<file path="src/core/bank_ext_defines.svh">
`ifndef BANK_EXT_DEFINES_SVH
`define BANK_EXT_DEFINES_SVH
`define STATE_OFFSET 5'h00
`define OPTION_OFFSET 5'h04
`define IRQ_STATUS_OFFSET 5'h08
`define IRQ_MASK_OFFSET 5'h0C
`define PORT_LATCH_OFFSET 5'h10
`define BANK_RESET 3'h0
`define LATCH_RESET 2'h3
`define OPT_MM_BIT 3
`define OPT_SF_BIT 7
`define VEC_EXT0 8'h03
`define VEC_TIMER0 8'h0B
`define VEC_EXT1 8'h13
`define VEC_TIMER1 8'h1B
`define VEC_SERIAL 8'h23
`define VEC_SYNC 8'h2B
`define VEC_ADC 8'h33
`endif

</file>
<file path="src/core/bank_ext_pkg.sv">
package bank_ext_pkg;
  typedef struct packed {
    logic [2:0] next_bank;
    logic [2:0] current_bank;
  } bank_pair_type;
  typedef struct packed {
    logic long_jump;
    logic call;
    logic ret;
    logic irq_entry;
    logic table_read;
  } cpu_event_type;
  typedef enum logic [2:0] {
    src_ext0, src_timer0, src_ext1, src_timer1, src_serial, src_sync, src_adc
  } irq_source_type;
endpackage : bank_ext_pkg

</file>
<file path="src/core/program_memory_bank_extension.sv">
// Summary of operation
// three bank bits above the 16-bit counter give eight 64 Kbyte banks, 512 Kbytes.
// reset clears current and next bank, so execution starts at address zero.
// software writes next bank; current bank is read only.
// a long jump, like a call, copies next bank into current bank.
// table read drives current bank, or table bank when mode select is one.
// calls push both banks on a 32-deep stack, then next becomes current.
// returns pop the stack and restore both next and current bank.
// interrupt entry pushes both banks, then loads both from the isr bank.
// reset clears table mode select, table bank and isr bank.
// stack full warning is set when stack overflow is imminent.
// software wanting 128 Kbytes sets banks to ones and long jumps.
// each fourth port pin is current bank bit AND its port latch.
// reset sets port latches to one, so the pins drive zero.
// interrupt entry addresses 03,0B,13,1B,23,2B,33 hex by source.
// all six bank bits are saved on each stack level.
// stack full is high at level 31, cleared when a return drops below.
// fetches use current bank, unchanged by a next bank write alone.
//
// Local design decisions: the placing of the registers and the Avalon-MM interface to the registers.
`timescale 1ns/1ps
`default_nettype none
`include "bank_ext_defines.svh"
module program_memory_bank_extension #(
  parameter int DEPTH = 32
) (
  input wire logic sys_clk,
  input wire logic rst_b,
  input wire logic [4:0] avs_address,
  input wire logic avs_read,
  input wire logic avs_write,
  input wire logic [31:0] avs_writedata,
  output logic [31:0] avs_readdata,
  output logic avs_waitrequest,
  input wire bank_ext_pkg::cpu_event_type cpu_event,
  input wire bank_ext_pkg::irq_source_type irq_source,
  output logic [7:0] irq_vector,
  output logic [2:0] upper_addr,
  output logic [1:0] fourth_port,
  output logic irq
);
  localparam int PW = $clog2(DEPTH);
  if (DEPTH < 2 || (1 << PW) != DEPTH) begin : g_bad_depth
    $error("DEPTH must be a power of two");
  end
  bank_ext_pkg::bank_pair_type bank_state_register;
  bank_ext_pkg::bank_pair_type stack_mem [DEPTH];
  logic [2:0] isr_bank;
  logic [2:0] table_read_bank;
  logic table_read_mode_select;
  logic ext_stack_full;
  logic [PW-1:0] sp;
  logic [1:0] port_latch;
  logic [1:0] irq_status;
  logic [1:0] irq_mask;
  logic ack;
  logic do_write;
  logic do_read;
  logic push;
  logic pop;
  logic [1:0] event_set;
  bank_ext_pkg::bank_pair_type popped;

  // one wait cycle per access keeps read data registered
  // writes land only at the edge where waitrequest is seen low
  assign do_write = avs_write && ack;
  assign do_read = avs_read && !ack;
  assign avs_waitrequest = (avs_read || avs_write) && !ack;
  assign push = cpu_event.call || cpu_event.irq_entry;
  // a return on an empty stack is only flagged, so no unwritten entry is restored
  assign pop = cpu_event.ret && !push && sp != '0;
  assign popped = stack_mem[sp - PW'(1)];

  always_ff @(posedge sys_clk or negedge rst_b) begin
    if (!rst_b) begin
      ack <= 1'b0;
    end else begin
      ack <= (avs_read || avs_write) && !ack;
    end
  end

  // interrupt entry, call, a return on a non-empty stack and long jump outrank a same-cycle software write of next bank; a table read does not
  always_ff @(posedge sys_clk or negedge rst_b) begin
    if (!rst_b) begin
      bank_state_register <= '{`BANK_RESET, `BANK_RESET};
    end else if (cpu_event.irq_entry) begin
      bank_state_register <= '{isr_bank, isr_bank};
    end else if (cpu_event.call) begin
      bank_state_register.current_bank <= bank_state_register.next_bank;
    end else if (pop) begin
      bank_state_register <= popped;
    end else if (cpu_event.long_jump) begin
      bank_state_register.current_bank <= bank_state_register.next_bank;
    end else if (do_write && avs_address == `STATE_OFFSET) begin
      bank_state_register.next_bank <= avs_writedata[5:3];
    end
  end

  always_ff @(posedge sys_clk) begin
    if (push) begin
      stack_mem[sp] <= bank_state_register;
    end
  end

  always_ff @(posedge sys_clk or negedge rst_b) begin
    if (!rst_b) begin
      sp <= '0;
    end else if (push) begin
      sp <= sp + PW'(1);
    end else if (pop) begin
      sp <= sp - PW'(1);
    end
  end

  // flag tracks the pointer so a pop below the top clears it
  always_ff @(posedge sys_clk or negedge rst_b) begin
    if (!rst_b) begin
      ext_stack_full <= 1'b0;
    end else if (push) begin
      ext_stack_full <= (sp + PW'(1)) == PW'(DEPTH - 1);
    end else if (pop) begin
      ext_stack_full <= 1'b0;
    end
  end

  always_ff @(posedge sys_clk or negedge rst_b) begin
    if (!rst_b) begin
      isr_bank <= `BANK_RESET;
      table_read_bank <= `BANK_RESET;
      table_read_mode_select <= 1'b0;
    end else if (do_write && avs_address == `OPTION_OFFSET) begin
      isr_bank <= avs_writedata[2:0];
      table_read_mode_select <= avs_writedata[`OPT_MM_BIT];
      table_read_bank <= avs_writedata[6:4];
    end
  end

  always_ff @(posedge sys_clk or negedge rst_b) begin
    if (!rst_b) begin
      port_latch <= `LATCH_RESET;
    end else if (do_write && avs_address == `PORT_LATCH_OFFSET) begin
      port_latch <= avs_writedata[1:0];
    end
  end

  always_ff @(posedge sys_clk or negedge rst_b) begin
    if (!rst_b) begin
      irq_mask <= 2'h0;
    end else if (do_write && avs_address == `IRQ_MASK_OFFSET) begin
      irq_mask <= avs_writedata[1:0];
    end
  end

  // bit0 stack became full, bit1 bank stack popped while empty
  assign event_set = {cpu_event.ret && !push && sp == '0,
                      push && (sp + PW'(1)) == PW'(DEPTH - 1)};

  always_ff @(posedge sys_clk or negedge rst_b) begin
    if (!rst_b) begin
      irq_status <= 2'h0;
    end else if (do_read && avs_address == `IRQ_STATUS_OFFSET) begin
      irq_status <= event_set;
    end else begin
      irq_status <= irq_status | event_set;
    end
  end

  always_ff @(posedge sys_clk or negedge rst_b) begin
    if (!rst_b) begin
      irq <= 1'b0;
    end else begin
      irq <= |(irq_status & irq_mask);
    end
  end

  always_ff @(posedge sys_clk or negedge rst_b) begin
    if (!rst_b) begin
      avs_readdata <= 32'h0;
    end else if (do_read) begin
      if (avs_address == `STATE_OFFSET) begin
        avs_readdata <= {26'h0, bank_state_register};
      end else if (avs_address == `OPTION_OFFSET) begin
        avs_readdata <= {24'h0, ext_stack_full, table_read_bank, table_read_mode_select, isr_bank};
      end else if (avs_address == `IRQ_STATUS_OFFSET) begin
        avs_readdata <= {30'h0, irq_status};
      end else if (avs_address == `IRQ_MASK_OFFSET) begin
        avs_readdata <= {30'h0, irq_mask};
      end else if (avs_address == `PORT_LATCH_OFFSET) begin
        avs_readdata <= {30'h0, port_latch};
      end else begin
        avs_readdata <= 32'h0;
      end
    end
  end

  // table reads may use an independent bank; fetches always use current
  always_comb begin
    if (cpu_event.table_read && table_read_mode_select) begin
      upper_addr = table_read_bank;
    end else begin
      upper_addr = bank_state_register.current_bank;
    end
  end

  assign fourth_port = bank_state_register.current_bank[2:1] & port_latch;

  always_comb begin
    case (irq_source)
      bank_ext_pkg::src_ext0: irq_vector = `VEC_EXT0;
      bank_ext_pkg::src_timer0: irq_vector = `VEC_TIMER0;
      bank_ext_pkg::src_ext1: irq_vector = `VEC_EXT1;
      bank_ext_pkg::src_timer1: irq_vector = `VEC_TIMER1;
      bank_ext_pkg::src_serial: irq_vector = `VEC_SERIAL;
      bank_ext_pkg::src_sync: irq_vector = `VEC_SYNC;
      bank_ext_pkg::src_adc: irq_vector = `VEC_ADC;
      default: irq_vector = `VEC_EXT0;
    endcase
  end

  a_long_jump_copy: assert property (@(posedge sys_clk) disable iff (!rst_b)
    cpu_event == 5'b10000 |=> bank_state_register.current_bank ==
    $past(bank_state_register.next_bank)) else $error("long jump did not copy bank");
  a_write_keeps_current: assert property (@(posedge sys_clk) disable iff (!rst_b)
    cpu_event == 5'b00000 |=> $stable(bank_state_register.current_bank))
    else $error("current bank moved without jump");
  a_irq_loads_isr: assert property (@(posedge sys_clk) disable iff (!rst_b)
    cpu_event.irq_entry |=> bank_state_register == {2{$past(isr_bank)}})
    else $error("isr bank not loaded");
  a_call_pushes: assert property (@(posedge sys_clk) disable iff (!rst_b)
    cpu_event.call && !cpu_event.irq_entry |=> sp == $past(sp) + PW'(1) &&
    bank_state_register.current_bank == $past(bank_state_register.next_bank))
    else $error("call push wrong");
  a_call_return_pair: assert property (@(posedge sys_clk) disable iff (!rst_b)
    cpu_event == 5'b01000 ##1 cpu_event == 5'b00100 |=>
    bank_state_register == $past(bank_state_register, 2))
    else $error("return did not restore banks");
  a_full_flag: assert property (@(posedge sys_clk) disable iff (!rst_b)
    ext_stack_full == (sp == PW'(DEPTH - 1))) else $error("stack full flag wrong");
  a_table_bank: assert property (@(posedge sys_clk) disable iff (!rst_b)
    cpu_event.table_read && table_read_mode_select |-> upper_addr == table_read_bank)
    else $error("table read bank wrong");
  a_port_and: assert property (@(posedge sys_clk) disable iff (!rst_b)
    fourth_port[1] == (bank_state_register.current_bank[2] && port_latch[1]))
    else $error("fourth port not and of bank and latch");
  a_irq_level: assert property (@(posedge sys_clk) disable iff (!rst_b)
    |(irq_status & irq_mask) |=> irq) else $error("interrupt not raised");

  a_ret_pops: assert property (@(posedge sys_clk) disable iff (!rst_b)
    pop |=> sp == $past(sp) - PW'(1))
    else $error("return did not lower pointer");

  a_ret_restores: assert property (@(posedge sys_clk) disable iff (!rst_b)
    pop |=> bank_state_register == $past(popped))
    else $error("return did not restore entry");

  a_push_stores: assert property (@(posedge sys_clk) disable iff (!rst_b)
    push |=> stack_mem[$past(sp)] == $past(bank_state_register))
    else $error("push did not save six bits");

  a_irq_pushes: assert property (@(posedge sys_clk) disable iff (!rst_b)
    cpu_event.irq_entry |=> sp == $past(sp) + PW'(1))
    else $error("interrupt entry did not push");

  a_underflow_holds: assert property (@(posedge sys_clk) disable iff (!rst_b)
    cpu_event.ret && !push && sp == '0 |=> sp == '0)
    else $error("empty stack pointer moved");

  a_jump_keeps_next: assert property (@(posedge sys_clk) disable iff (!rst_b)
    cpu_event == 5'b10000 |=> bank_state_register.next_bank ==
    $past(bank_state_register.next_bank)) else $error("long jump changed next bank");

  a_call_keeps_next: assert property (@(posedge sys_clk) disable iff (!rst_b)
    cpu_event == 5'b01000 |=> bank_state_register.next_bank ==
    $past(bank_state_register.next_bank)) else $error("call changed next bank");

  a_fetch_bank: assert property (@(posedge sys_clk) disable iff (!rst_b)
    !cpu_event.table_read |-> upper_addr == bank_state_register.current_bank)
    else $error("fetch not from current bank");

  a_table_current: assert property (@(posedge sys_clk) disable iff (!rst_b)
    cpu_event.table_read && !table_read_mode_select |->
    upper_addr == bank_state_register.current_bank) else $error("table read not current");

  a_port_low_bit: assert property (@(posedge sys_clk) disable iff (!rst_b)
    fourth_port[0] == (bank_state_register.current_bank[1] && port_latch[0]))
    else $error("fourth port low bit wrong");

  a_vector_ext0: assert property (@(posedge sys_clk) disable iff (!rst_b)
    irq_source == bank_ext_pkg::src_ext0 |-> irq_vector == `VEC_EXT0)
    else $error("vector wrong for source 0");

  a_vector_timer0: assert property (@(posedge sys_clk) disable iff (!rst_b)
    irq_source == bank_ext_pkg::src_timer0 |-> irq_vector == `VEC_TIMER0)
    else $error("vector wrong for source 1");

  a_vector_ext1: assert property (@(posedge sys_clk) disable iff (!rst_b)
    irq_source == bank_ext_pkg::src_ext1 |-> irq_vector == `VEC_EXT1)
    else $error("vector wrong for source 2");

  a_vector_timer1: assert property (@(posedge sys_clk) disable iff (!rst_b)
    irq_source == bank_ext_pkg::src_timer1 |-> irq_vector == `VEC_TIMER1)
    else $error("vector wrong for source 3");

  a_vector_serial: assert property (@(posedge sys_clk) disable iff (!rst_b)
    irq_source == bank_ext_pkg::src_serial |-> irq_vector == `VEC_SERIAL)
    else $error("vector wrong for source 4");

  a_vector_sync: assert property (@(posedge sys_clk) disable iff (!rst_b)
    irq_source == bank_ext_pkg::src_sync |-> irq_vector == `VEC_SYNC)
    else $error("vector wrong for source 5");

  a_vector_adc: assert property (@(posedge sys_clk) disable iff (!rst_b)
    irq_source == bank_ext_pkg::src_adc |-> irq_vector == `VEC_ADC)
    else $error("vector wrong for source 6");

  a_full_clears: assert property (@(posedge sys_clk) disable iff (!rst_b)
    pop |=> !ext_stack_full)
    else $error("stack full not cleared by return");

  a_full_sets: assert property (@(posedge sys_clk) disable iff (!rst_b)
    push && sp == PW'(DEPTH - 2) |=> ext_stack_full)
    else $error("stack full not set at top level");

  a_status_sticky: assert property (@(posedge sys_clk) disable iff (!rst_b)
    irq_status[0] && !(do_read && avs_address == `IRQ_STATUS_OFFSET) |=> irq_status[0])
    else $error("status bit lost without read");

  a_irq_low: assert property (@(posedge sys_clk) disable iff (!rst_b)
    !(|(irq_status & irq_mask)) |=> !irq)
    else $error("interrupt high with nothing pending");

  a_write_lands: assert property (@(posedge sys_clk) disable iff (!rst_b)
    avs_write && !avs_waitrequest && avs_address == `STATE_OFFSET && cpu_event == 5'b00000
    |=> bank_state_register.next_bank == $past(avs_writedata[5:3]))
    else $error("next bank write lost");

  a_current_ro: assert property (@(posedge sys_clk) disable iff (!rst_b)
    avs_write && avs_address == `STATE_OFFSET && cpu_event == 5'b00000 |=>
    bank_state_register.current_bank == $past(bank_state_register.current_bank))
    else $error("current bank written by software");

  a_option_lands: assert property (@(posedge sys_clk) disable iff (!rst_b)
    avs_write && !avs_waitrequest && avs_address == `OPTION_OFFSET |=>
    table_read_bank == $past(avs_writedata[6:4]) &&
    table_read_mode_select == $past(avs_writedata[`OPT_MM_BIT])) else $error("option write lost");

  a_wait_one: assert property (@(posedge sys_clk) disable iff (!rst_b)
    (avs_read || avs_write) && avs_waitrequest |=> !avs_waitrequest)
    else $error("more than one wait cycle");
endmodule : program_memory_bank_extension
`default_nettype wire

</file>
<file path="config.mk">
export PLATFORM = sky130hd
export DESIGN_NAME = program_memory_bank_extension
export DESIGN_NICKNAME = d
export VERILOG_FILES = /design/src/core/bank_ext_pkg.sv /design/src/core/program_memory_bank_extension.sv
export VERILOG_INCLUDE_DIRS = /design/src /design/src/core
export SDC_FILE = /design/constraint.sdc
export NUM_CORES = 1
export LEC_CHECK = 0
export BUFFER_PORTS_ARGS = -buffer_cell sky130_fd_sc_hd__buf_2
export CORE_MARGIN = 2
export CORE_UTILIZATION = 50
export CTS_CLUSTER_SIZE = 24
export DETAILED_ROUTE_END_ITERATION = 6
export GPL_ROUTABILITY_DRIVEN = 1
export GPL_TIMING_DRIVEN = 0
export MAX_ROUTING_LAYER = met4
export PLACE_DENSITY = 0.69
export RECOVER_POWER = 100
export SLEW_MARGIN = 20
export SYNTH_ARGS = -nofsm -noshare
export SYNTH_HDL_FRONTEND = slang
export SYNTH_SLANG_ARGS = --single-unit
</file>
<file path="constraint.sdc">
create_clock -name sys_clk -period 9 [get_ports sys_clk]
set_clock_uncertainty 0.2 [all_clocks]
set_input_delay 0.45 -clock sys_clk [delete_from_list [all_inputs] [get_ports sys_clk]]
set_output_delay 0.45 -clock sys_clk [all_outputs]
set_load 0.01 [all_outputs]
</file>
After elaboration in Yosys (flattened, before gate mapping)
Memory sizes are Yosys's and may differ from the RTL's.
Cells that the tools add are included.
{ "classes": {"addsub": 2, "n_eq_ne": 13, "muxes": 21, "bitwise_logic": 3, "n_reduce_logical": 25} }
{ "op_table": {"columns": ["operator", "n"], "rows": [
  ["$pmux W6 S6", 1],
  ["$mux W3", 6],
  ["$mux W8", 2],
  ["$logic_and A1 B1 Y1", 13],
  ["$mux W6", 2],
  ["$eq A5 B4 Y1 const B", 2],
  ["$eq A5 B5 Y1 const B", 2],
  ["$logic_not A5 Y1", 2],
  ["$mux W5", 2],
  ["$eq A3 B3 Y1 const B", 3],
  ["$mux W2", 4],
  ["$eq A3 B2 Y1 const B", 2],
  ["$add A5 B1 Y5 const B", 1],
  ["$eq A5 B3 Y1 const B", 1],
  ["$reduce_bool A5 Y1", 1],
  ["$sub A5 B1 Y5 const B", 1],
  ["$and A2 B2 Y2", 2],
  ["$mux W1", 4],
  ["$reduce_bool A4 Y1", 1],
  ["$eq A3 B1 Y1 const B", 1],
  ["$ne A3 B2 Y1 const B", 1],
  ["$reduce_and A3 Y1", 1],
  ["$reduce_bool A3 Y1", 1],
  ["$logic_not A1 Y1", 2],
  ["other kinds (5)", 6]
]} }
{ "word_totals": {"regBits": 59, "ramBits": 192, "input_bits": 49, "out_inout_bits": 47, "elab_cells": 78, "memories": 1} }
{ "memory_table": {"columns": ["name", "depth", "width", "rd", "rd_ports_with_merged_regs", "wr", "line", "rtl"], "rows": [
  ["stack_mem", 32, 6, 1, 0, 1, "program_memory_bank_extension.sv:47", "bank_ext_pkg::bank_pair_type stack_mem [DEPTH];"]
]} }

Logic depth before layout (Yosys ltp)
{ "depth": {"ltp_word": 7, "depth_mapped": 12, "depth_no_buf": 8} }

Worst setup path after synthesis
OpenSTA, ideal clock, no wires.
{ "synth_timing": {"kind": "register -> register", "start": "register sp[0]", "end": "register bank_state_register[0] (netlist bit)", "setup_time_ns": 0.130, "arrival_ns": 2.767, "required_time_ns": 8.670, "slack_ns": 5.903, "path_stages_with_launch": 13, "n_path_buf": 5, "synth_period_minus_slack_ns": 3.097, "cell_sequence": "dfrtp_1 -> buf_2 -> buf_2 -> inv_1 -> ha_1 -> clkbuf_1 -> buf_2 -> buf_1 -> mux4_2 -> mux2i_1 -> nand3_1 -> o2111ai_1 -> a21oi_1"} }
{ "synth_via": {"elab_chain_cells": 5, "word_cells_on_any_way": 8, "classes_between": "1 x add/sub; 3 x mux; 3 x reduce/logical; 1 x memory"} }
{ "synth_rtl": {"columns": ["element", "line", "rtl"], "rows": [
  ["start: declaration", "program_memory_bank_extension.sv:52", "logic [PW-1:0] sp;"],
  ["start signal: assignment", "program_memory_bank_extension.sv:109", "sp <= sp + PW'(1);"],
  ["start signal: assignment", "program_memory_bank_extension.sv:111", "sp <= sp - PW'(1);"],
  ["$sub A5 B1 Y5 / $reduce_bool A5 Y1 (equally long branches)", "program_memory_bank_extension.sv:72, program_memory_bank_extension.sv:71", null],
  ["$mem_v2 Z32 W6 / $logic_and A1 B1 Y1 (equally long branches)", null, null],
  ["$mux W6", "program_memory_bank_extension.sv:90", "end else if (pop) begin"],
  ["$mux W3", "program_memory_bank_extension.sv:88", "end else if (cpu_event.call) begin"],
  ["$mux W6", "program_memory_bank_extension.sv:86", "end else if (cpu_event.irq_entry) begin"],
  ["end signal: assignment", "program_memory_bank_extension.sv:85", "bank_state_register <= '{`BANK_RESET, `BANK_RESET};"],
  ["end signal: assignment", "program_memory_bank_extension.sv:87", "bank_state_register <= '{isr_bank, isr_bank};"],
  ["end signal: assignment", "program_memory_bank_extension.sv:91", "bank_state_register <= popped;"],
  ["end: declaration", "program_memory_bank_extension.sv:46", "bank_ext_pkg::bank_pair_type bank_state_register;"]
]} }
Several ways; a longest one is shown, not always the timed one.
A chain may end at the register's enable or synchronous reset.

Final worst setup path
Ends and elaborated chain as after synthesis.

==> impl_metrics.ini <==
[pwr]
power_frac_clock_pct = 27.3
switching_share_pct = 34.4
power.total_uw = 3890
pwr-share-comb_pct = 34.8
power.switching_uw = 1340
seq_power_share_pct = 37.9
p_int_uw = 2550
vdd_drop_max_mv = 0.202
p_leak_uw = 0.00396
p_per_area_mw_per_mm2 = 345

[outcome]
status = finished with violations
violations = max-capacitance violations, max-slew violations

[synthesis]
yosysUniqueCellTypes = 52
postSynthCellCount = 585
synth-seq-cells = 227
synth_most_common_cell = edfxtp_1
synth_edf_count = 192
synth_top_area_share_pct = 59.1
syn_avg_cell_area_um2 = 16.7
synth_commonest_cells = edfxtp_1 (192), nor2_1 (51), dfrtp_1 (33), mux4_2 (33)
synth_top_area_cell = edfxtp_1
ys.flop_type = edfxtp_1
ys_seq_area_share_pct = 68.1
synth.area.top_cells = edfxtp_1 (59%), dfrtp_1 (8.5%), mux4_2 (7.6%), mux4_1 (4.0%), buf_4 (2.4%)
yosys_warnings = 0
ys_async_sr_fraction_pct = 15.4
syn-cell-area_mm2 = 0.00975

[setup_path]
crit_path_top_delay_cell = clkbuf_1
worst-setup-path-type = reg -> reg
cpMostUsedCell = clkbuf_1
end_kind = flip-flop
start_kind = flip-flop
cp_max_fo = 10
max_stage_delay_ps = 660
reg2reg_slack_ps = 3640
required_ps = 9190
crit_chain = clkbuf_1, clkbuf_1, inv_1, ha_1, clkbuf_1, clkbuf_1, clkbuf_1, mux4_2, mux2i_1, nand3_1, o2111ai_1, a21oi_1
arrival_ps = 5560

[global_route]
grt_max_degree = 37
track_usage_pct = 21.6
overflow = 0
antenna_found_initial = 0
grt_pass1_wl_um = 31600
grt_pass1_vias = 5350

[floorplan]
ios = 96
coreArea_mm2 = 0.0193
start_util_pct = 50.6
dieArea_mm2 = 0.0206
die_h_um = 144
rows = 51
chipWidth_um = 144

[sta]
drv_slew = 36
relSlewSlack_pct = -22.5
setup_viol = 0
fin_setup_tns_ps = 0
hold_viol = 0
fmax_ghz = 0.186
tightest_slew_ps = 1840
layout_min_cycle_time_ps = 5360
timing.final.crit_share_pct = 59.6
rsz0062_at_grt = no
worst_hold_slack_ps = 18.9

[hold_path]
hp-class = in -> reg

[finish]
num-nets-final = 738
diodes = 0
fillCellCount = 1491
area_growth_pct = 15.5
drive_gt1_share_pct = 21.6

[clock_tree]
cts-buffers-inserted = 23
cts_tree = done
clk_path_buf_depth = 3
cts_resized = 0
insertion_delay_ps = 520
cts_hold_buf = 6
path_clk_slew_ps = 60
clkSinkCount = 227
root_buffer = clkbuf_16
htreeDepth = 1
post_cts_buffers = 0

[routing]
postRouteAntennaNets = 0
finalWirelength_um = 21300
vias = 5548
wl_per_cell_um = 22.0
drc_errors = 0
drtPass1Iterations = 5
drt-initial-drc-count = 648
vias_per_cell = 5.75

[placement]
io_buffers = 40
dpl.hpwl_um = 14200
gp_congestion = 0.902

[flow_run]
maxCapViolCount = 1
[power groups by stage]
stage | sequential (µW) | clock, µW | combinational, µW
after floorplan | 1430 | 0 | 943
after global placement | 1480 | 0 | 1330
after detailed placement | 1500 | 0 | 1350
after CTS | 1480 | 1080 | 1360
after global routing | 1490 | 1120 | 1440
final | 1470 | 1060 | 1360
[area by class of cell]
class                      count  area [µm²]  area share, %
sequential                   227        6640           59.0
multi-input combinational    323        2820           25.0
clock buffer                  29         649           5.76
buffer                        56         352           3.12
tap                          265         332           2.94
timing repair buffer          46         236           2.10
clock inverter                13         210           1.87
inverter                       6        22.5          0.200
[routing by layer]
metal  wire [µm]  part of all wire (%)  vias up  global-route usage (%)
met2       10500                    49      225                    35.3
met3        1420                   6.7       36                    3.53
met1        8730                    41     2845                    28.5
met4         578                   2.7        0                    5.78
li1            -                     -     2442                       -
met5           0                     0        -                       -
[sequential cells by signal, indices dropped and copies added, names as in the netlist]
| name | cells |
|---|---|
| port_latch | 2 |
| stack_mem | 192 |
| table_read_bank | 3 |
| table_read_mode_select | 1 |
| irq_status | 2 |
| irq | 1 |
| avs_readdata | 8 |
| bank_state_register | 6 |
| sp | 5 |
| irq_mask | 2 |
| ext_stack_full | 1 |
| isr_bank | 3 |
| ack | 1 |
[through the flow]
| step | utilization, % | instance area, µm² | cells | setup slack (ps) |
|---|---|---|---|---|
| 2_1_floorplan | - | 9860 | 612 | 5900 |
| 3_3_place_gp | 53.9 | 10400 | 917 | 4620 |
| 3_5_place_dp | 53.9 | 10400 | 917 | 4530 |
| 4_1_cts | 58.7 | 11300 | 965 | 4520 |
| 5_1_grt | 58.5 | 11300 | 965 | 3310 |
| 6_report | 58.5 | 11300 | 965 | 3640 |
[critical path: cells and delay by family, from the launching register on]
kind	cells	cell delay, ps
compound gates	2	240
simple gates	1	120
fa+ha+maj	1	390
buf+inv	6	3130
flops	1	410
mux	2	730
[cells by family after synthesis]
| kind of cell | synth area share (%) |
|---|---|
| AOI/OAI and AO/OA | 4.31 |
| xor gates and xnor gates | 1.17 |
| adders and majority gates | 0.770 |
| buffers and inverters | 3.94 |
| DFF | 68.1 |
| muxes | 14.6 |
| other | 0.0770 |
| and+or+nand+nor | 7.04 |
[layout by cell type, fill, tap and decap left out, types with 4 or more instances in the layout]
master         instances
edfxtp_1             192
nor2_1                51
clkbuf_1              39
mux4_2                33
dfrtp_1               33
nand2_1               31
buf_4                 30
conb_1                29
buf_2                 26
clkbuf_16             24
mux2i_1               15
mux4_1                15
nand3_1               14
o21ai_0               14
mux2_2                12
a211oi_1               9
nor3_1                 7
nand2b_1               7
inv_1                  6
nor2b_1                6
nor4_1                 6
a22oi_1                6
a21oi_1                6
ha_1                   6
dlygate4sd3_1          6
a221oi_1               5
o22ai_1                5
bufinv_16              5
xor2_1                 4
nand3b_1               4
xnor2_1                4
[final timing paths]
| check | start | endpoint | cells after the start |
|---|---|---|---|
| worst max-delay path | sp[0]$_DFFE_PN0P_ | bank_state_register[0]$_DFFE_PN0P_ | 12 |
| worst min-delay path | avs_writedata[0] | isr_bank[0]$_DFFE_PN0P_ | 3 |
| worst max register to register | sp[0]$_DFFE_PN0P_ | bank_state_register[0]$_DFFE_PN0P_ | 12 |
| worst min register to register | avs_readdata[0]$_DFFE_PN0P_ | avs_readdata[0]$_DFFE_PN0P_ | 2 |
| max in group asynchronous | rst_b | bank_state_register[1]$_DFFE_PN0P_ | 2 |
| min in group asynchronous | rst_b | irq$_DFF_PN0_ | 2 |
Note: power is estimated with default switching activity, not from simulation.
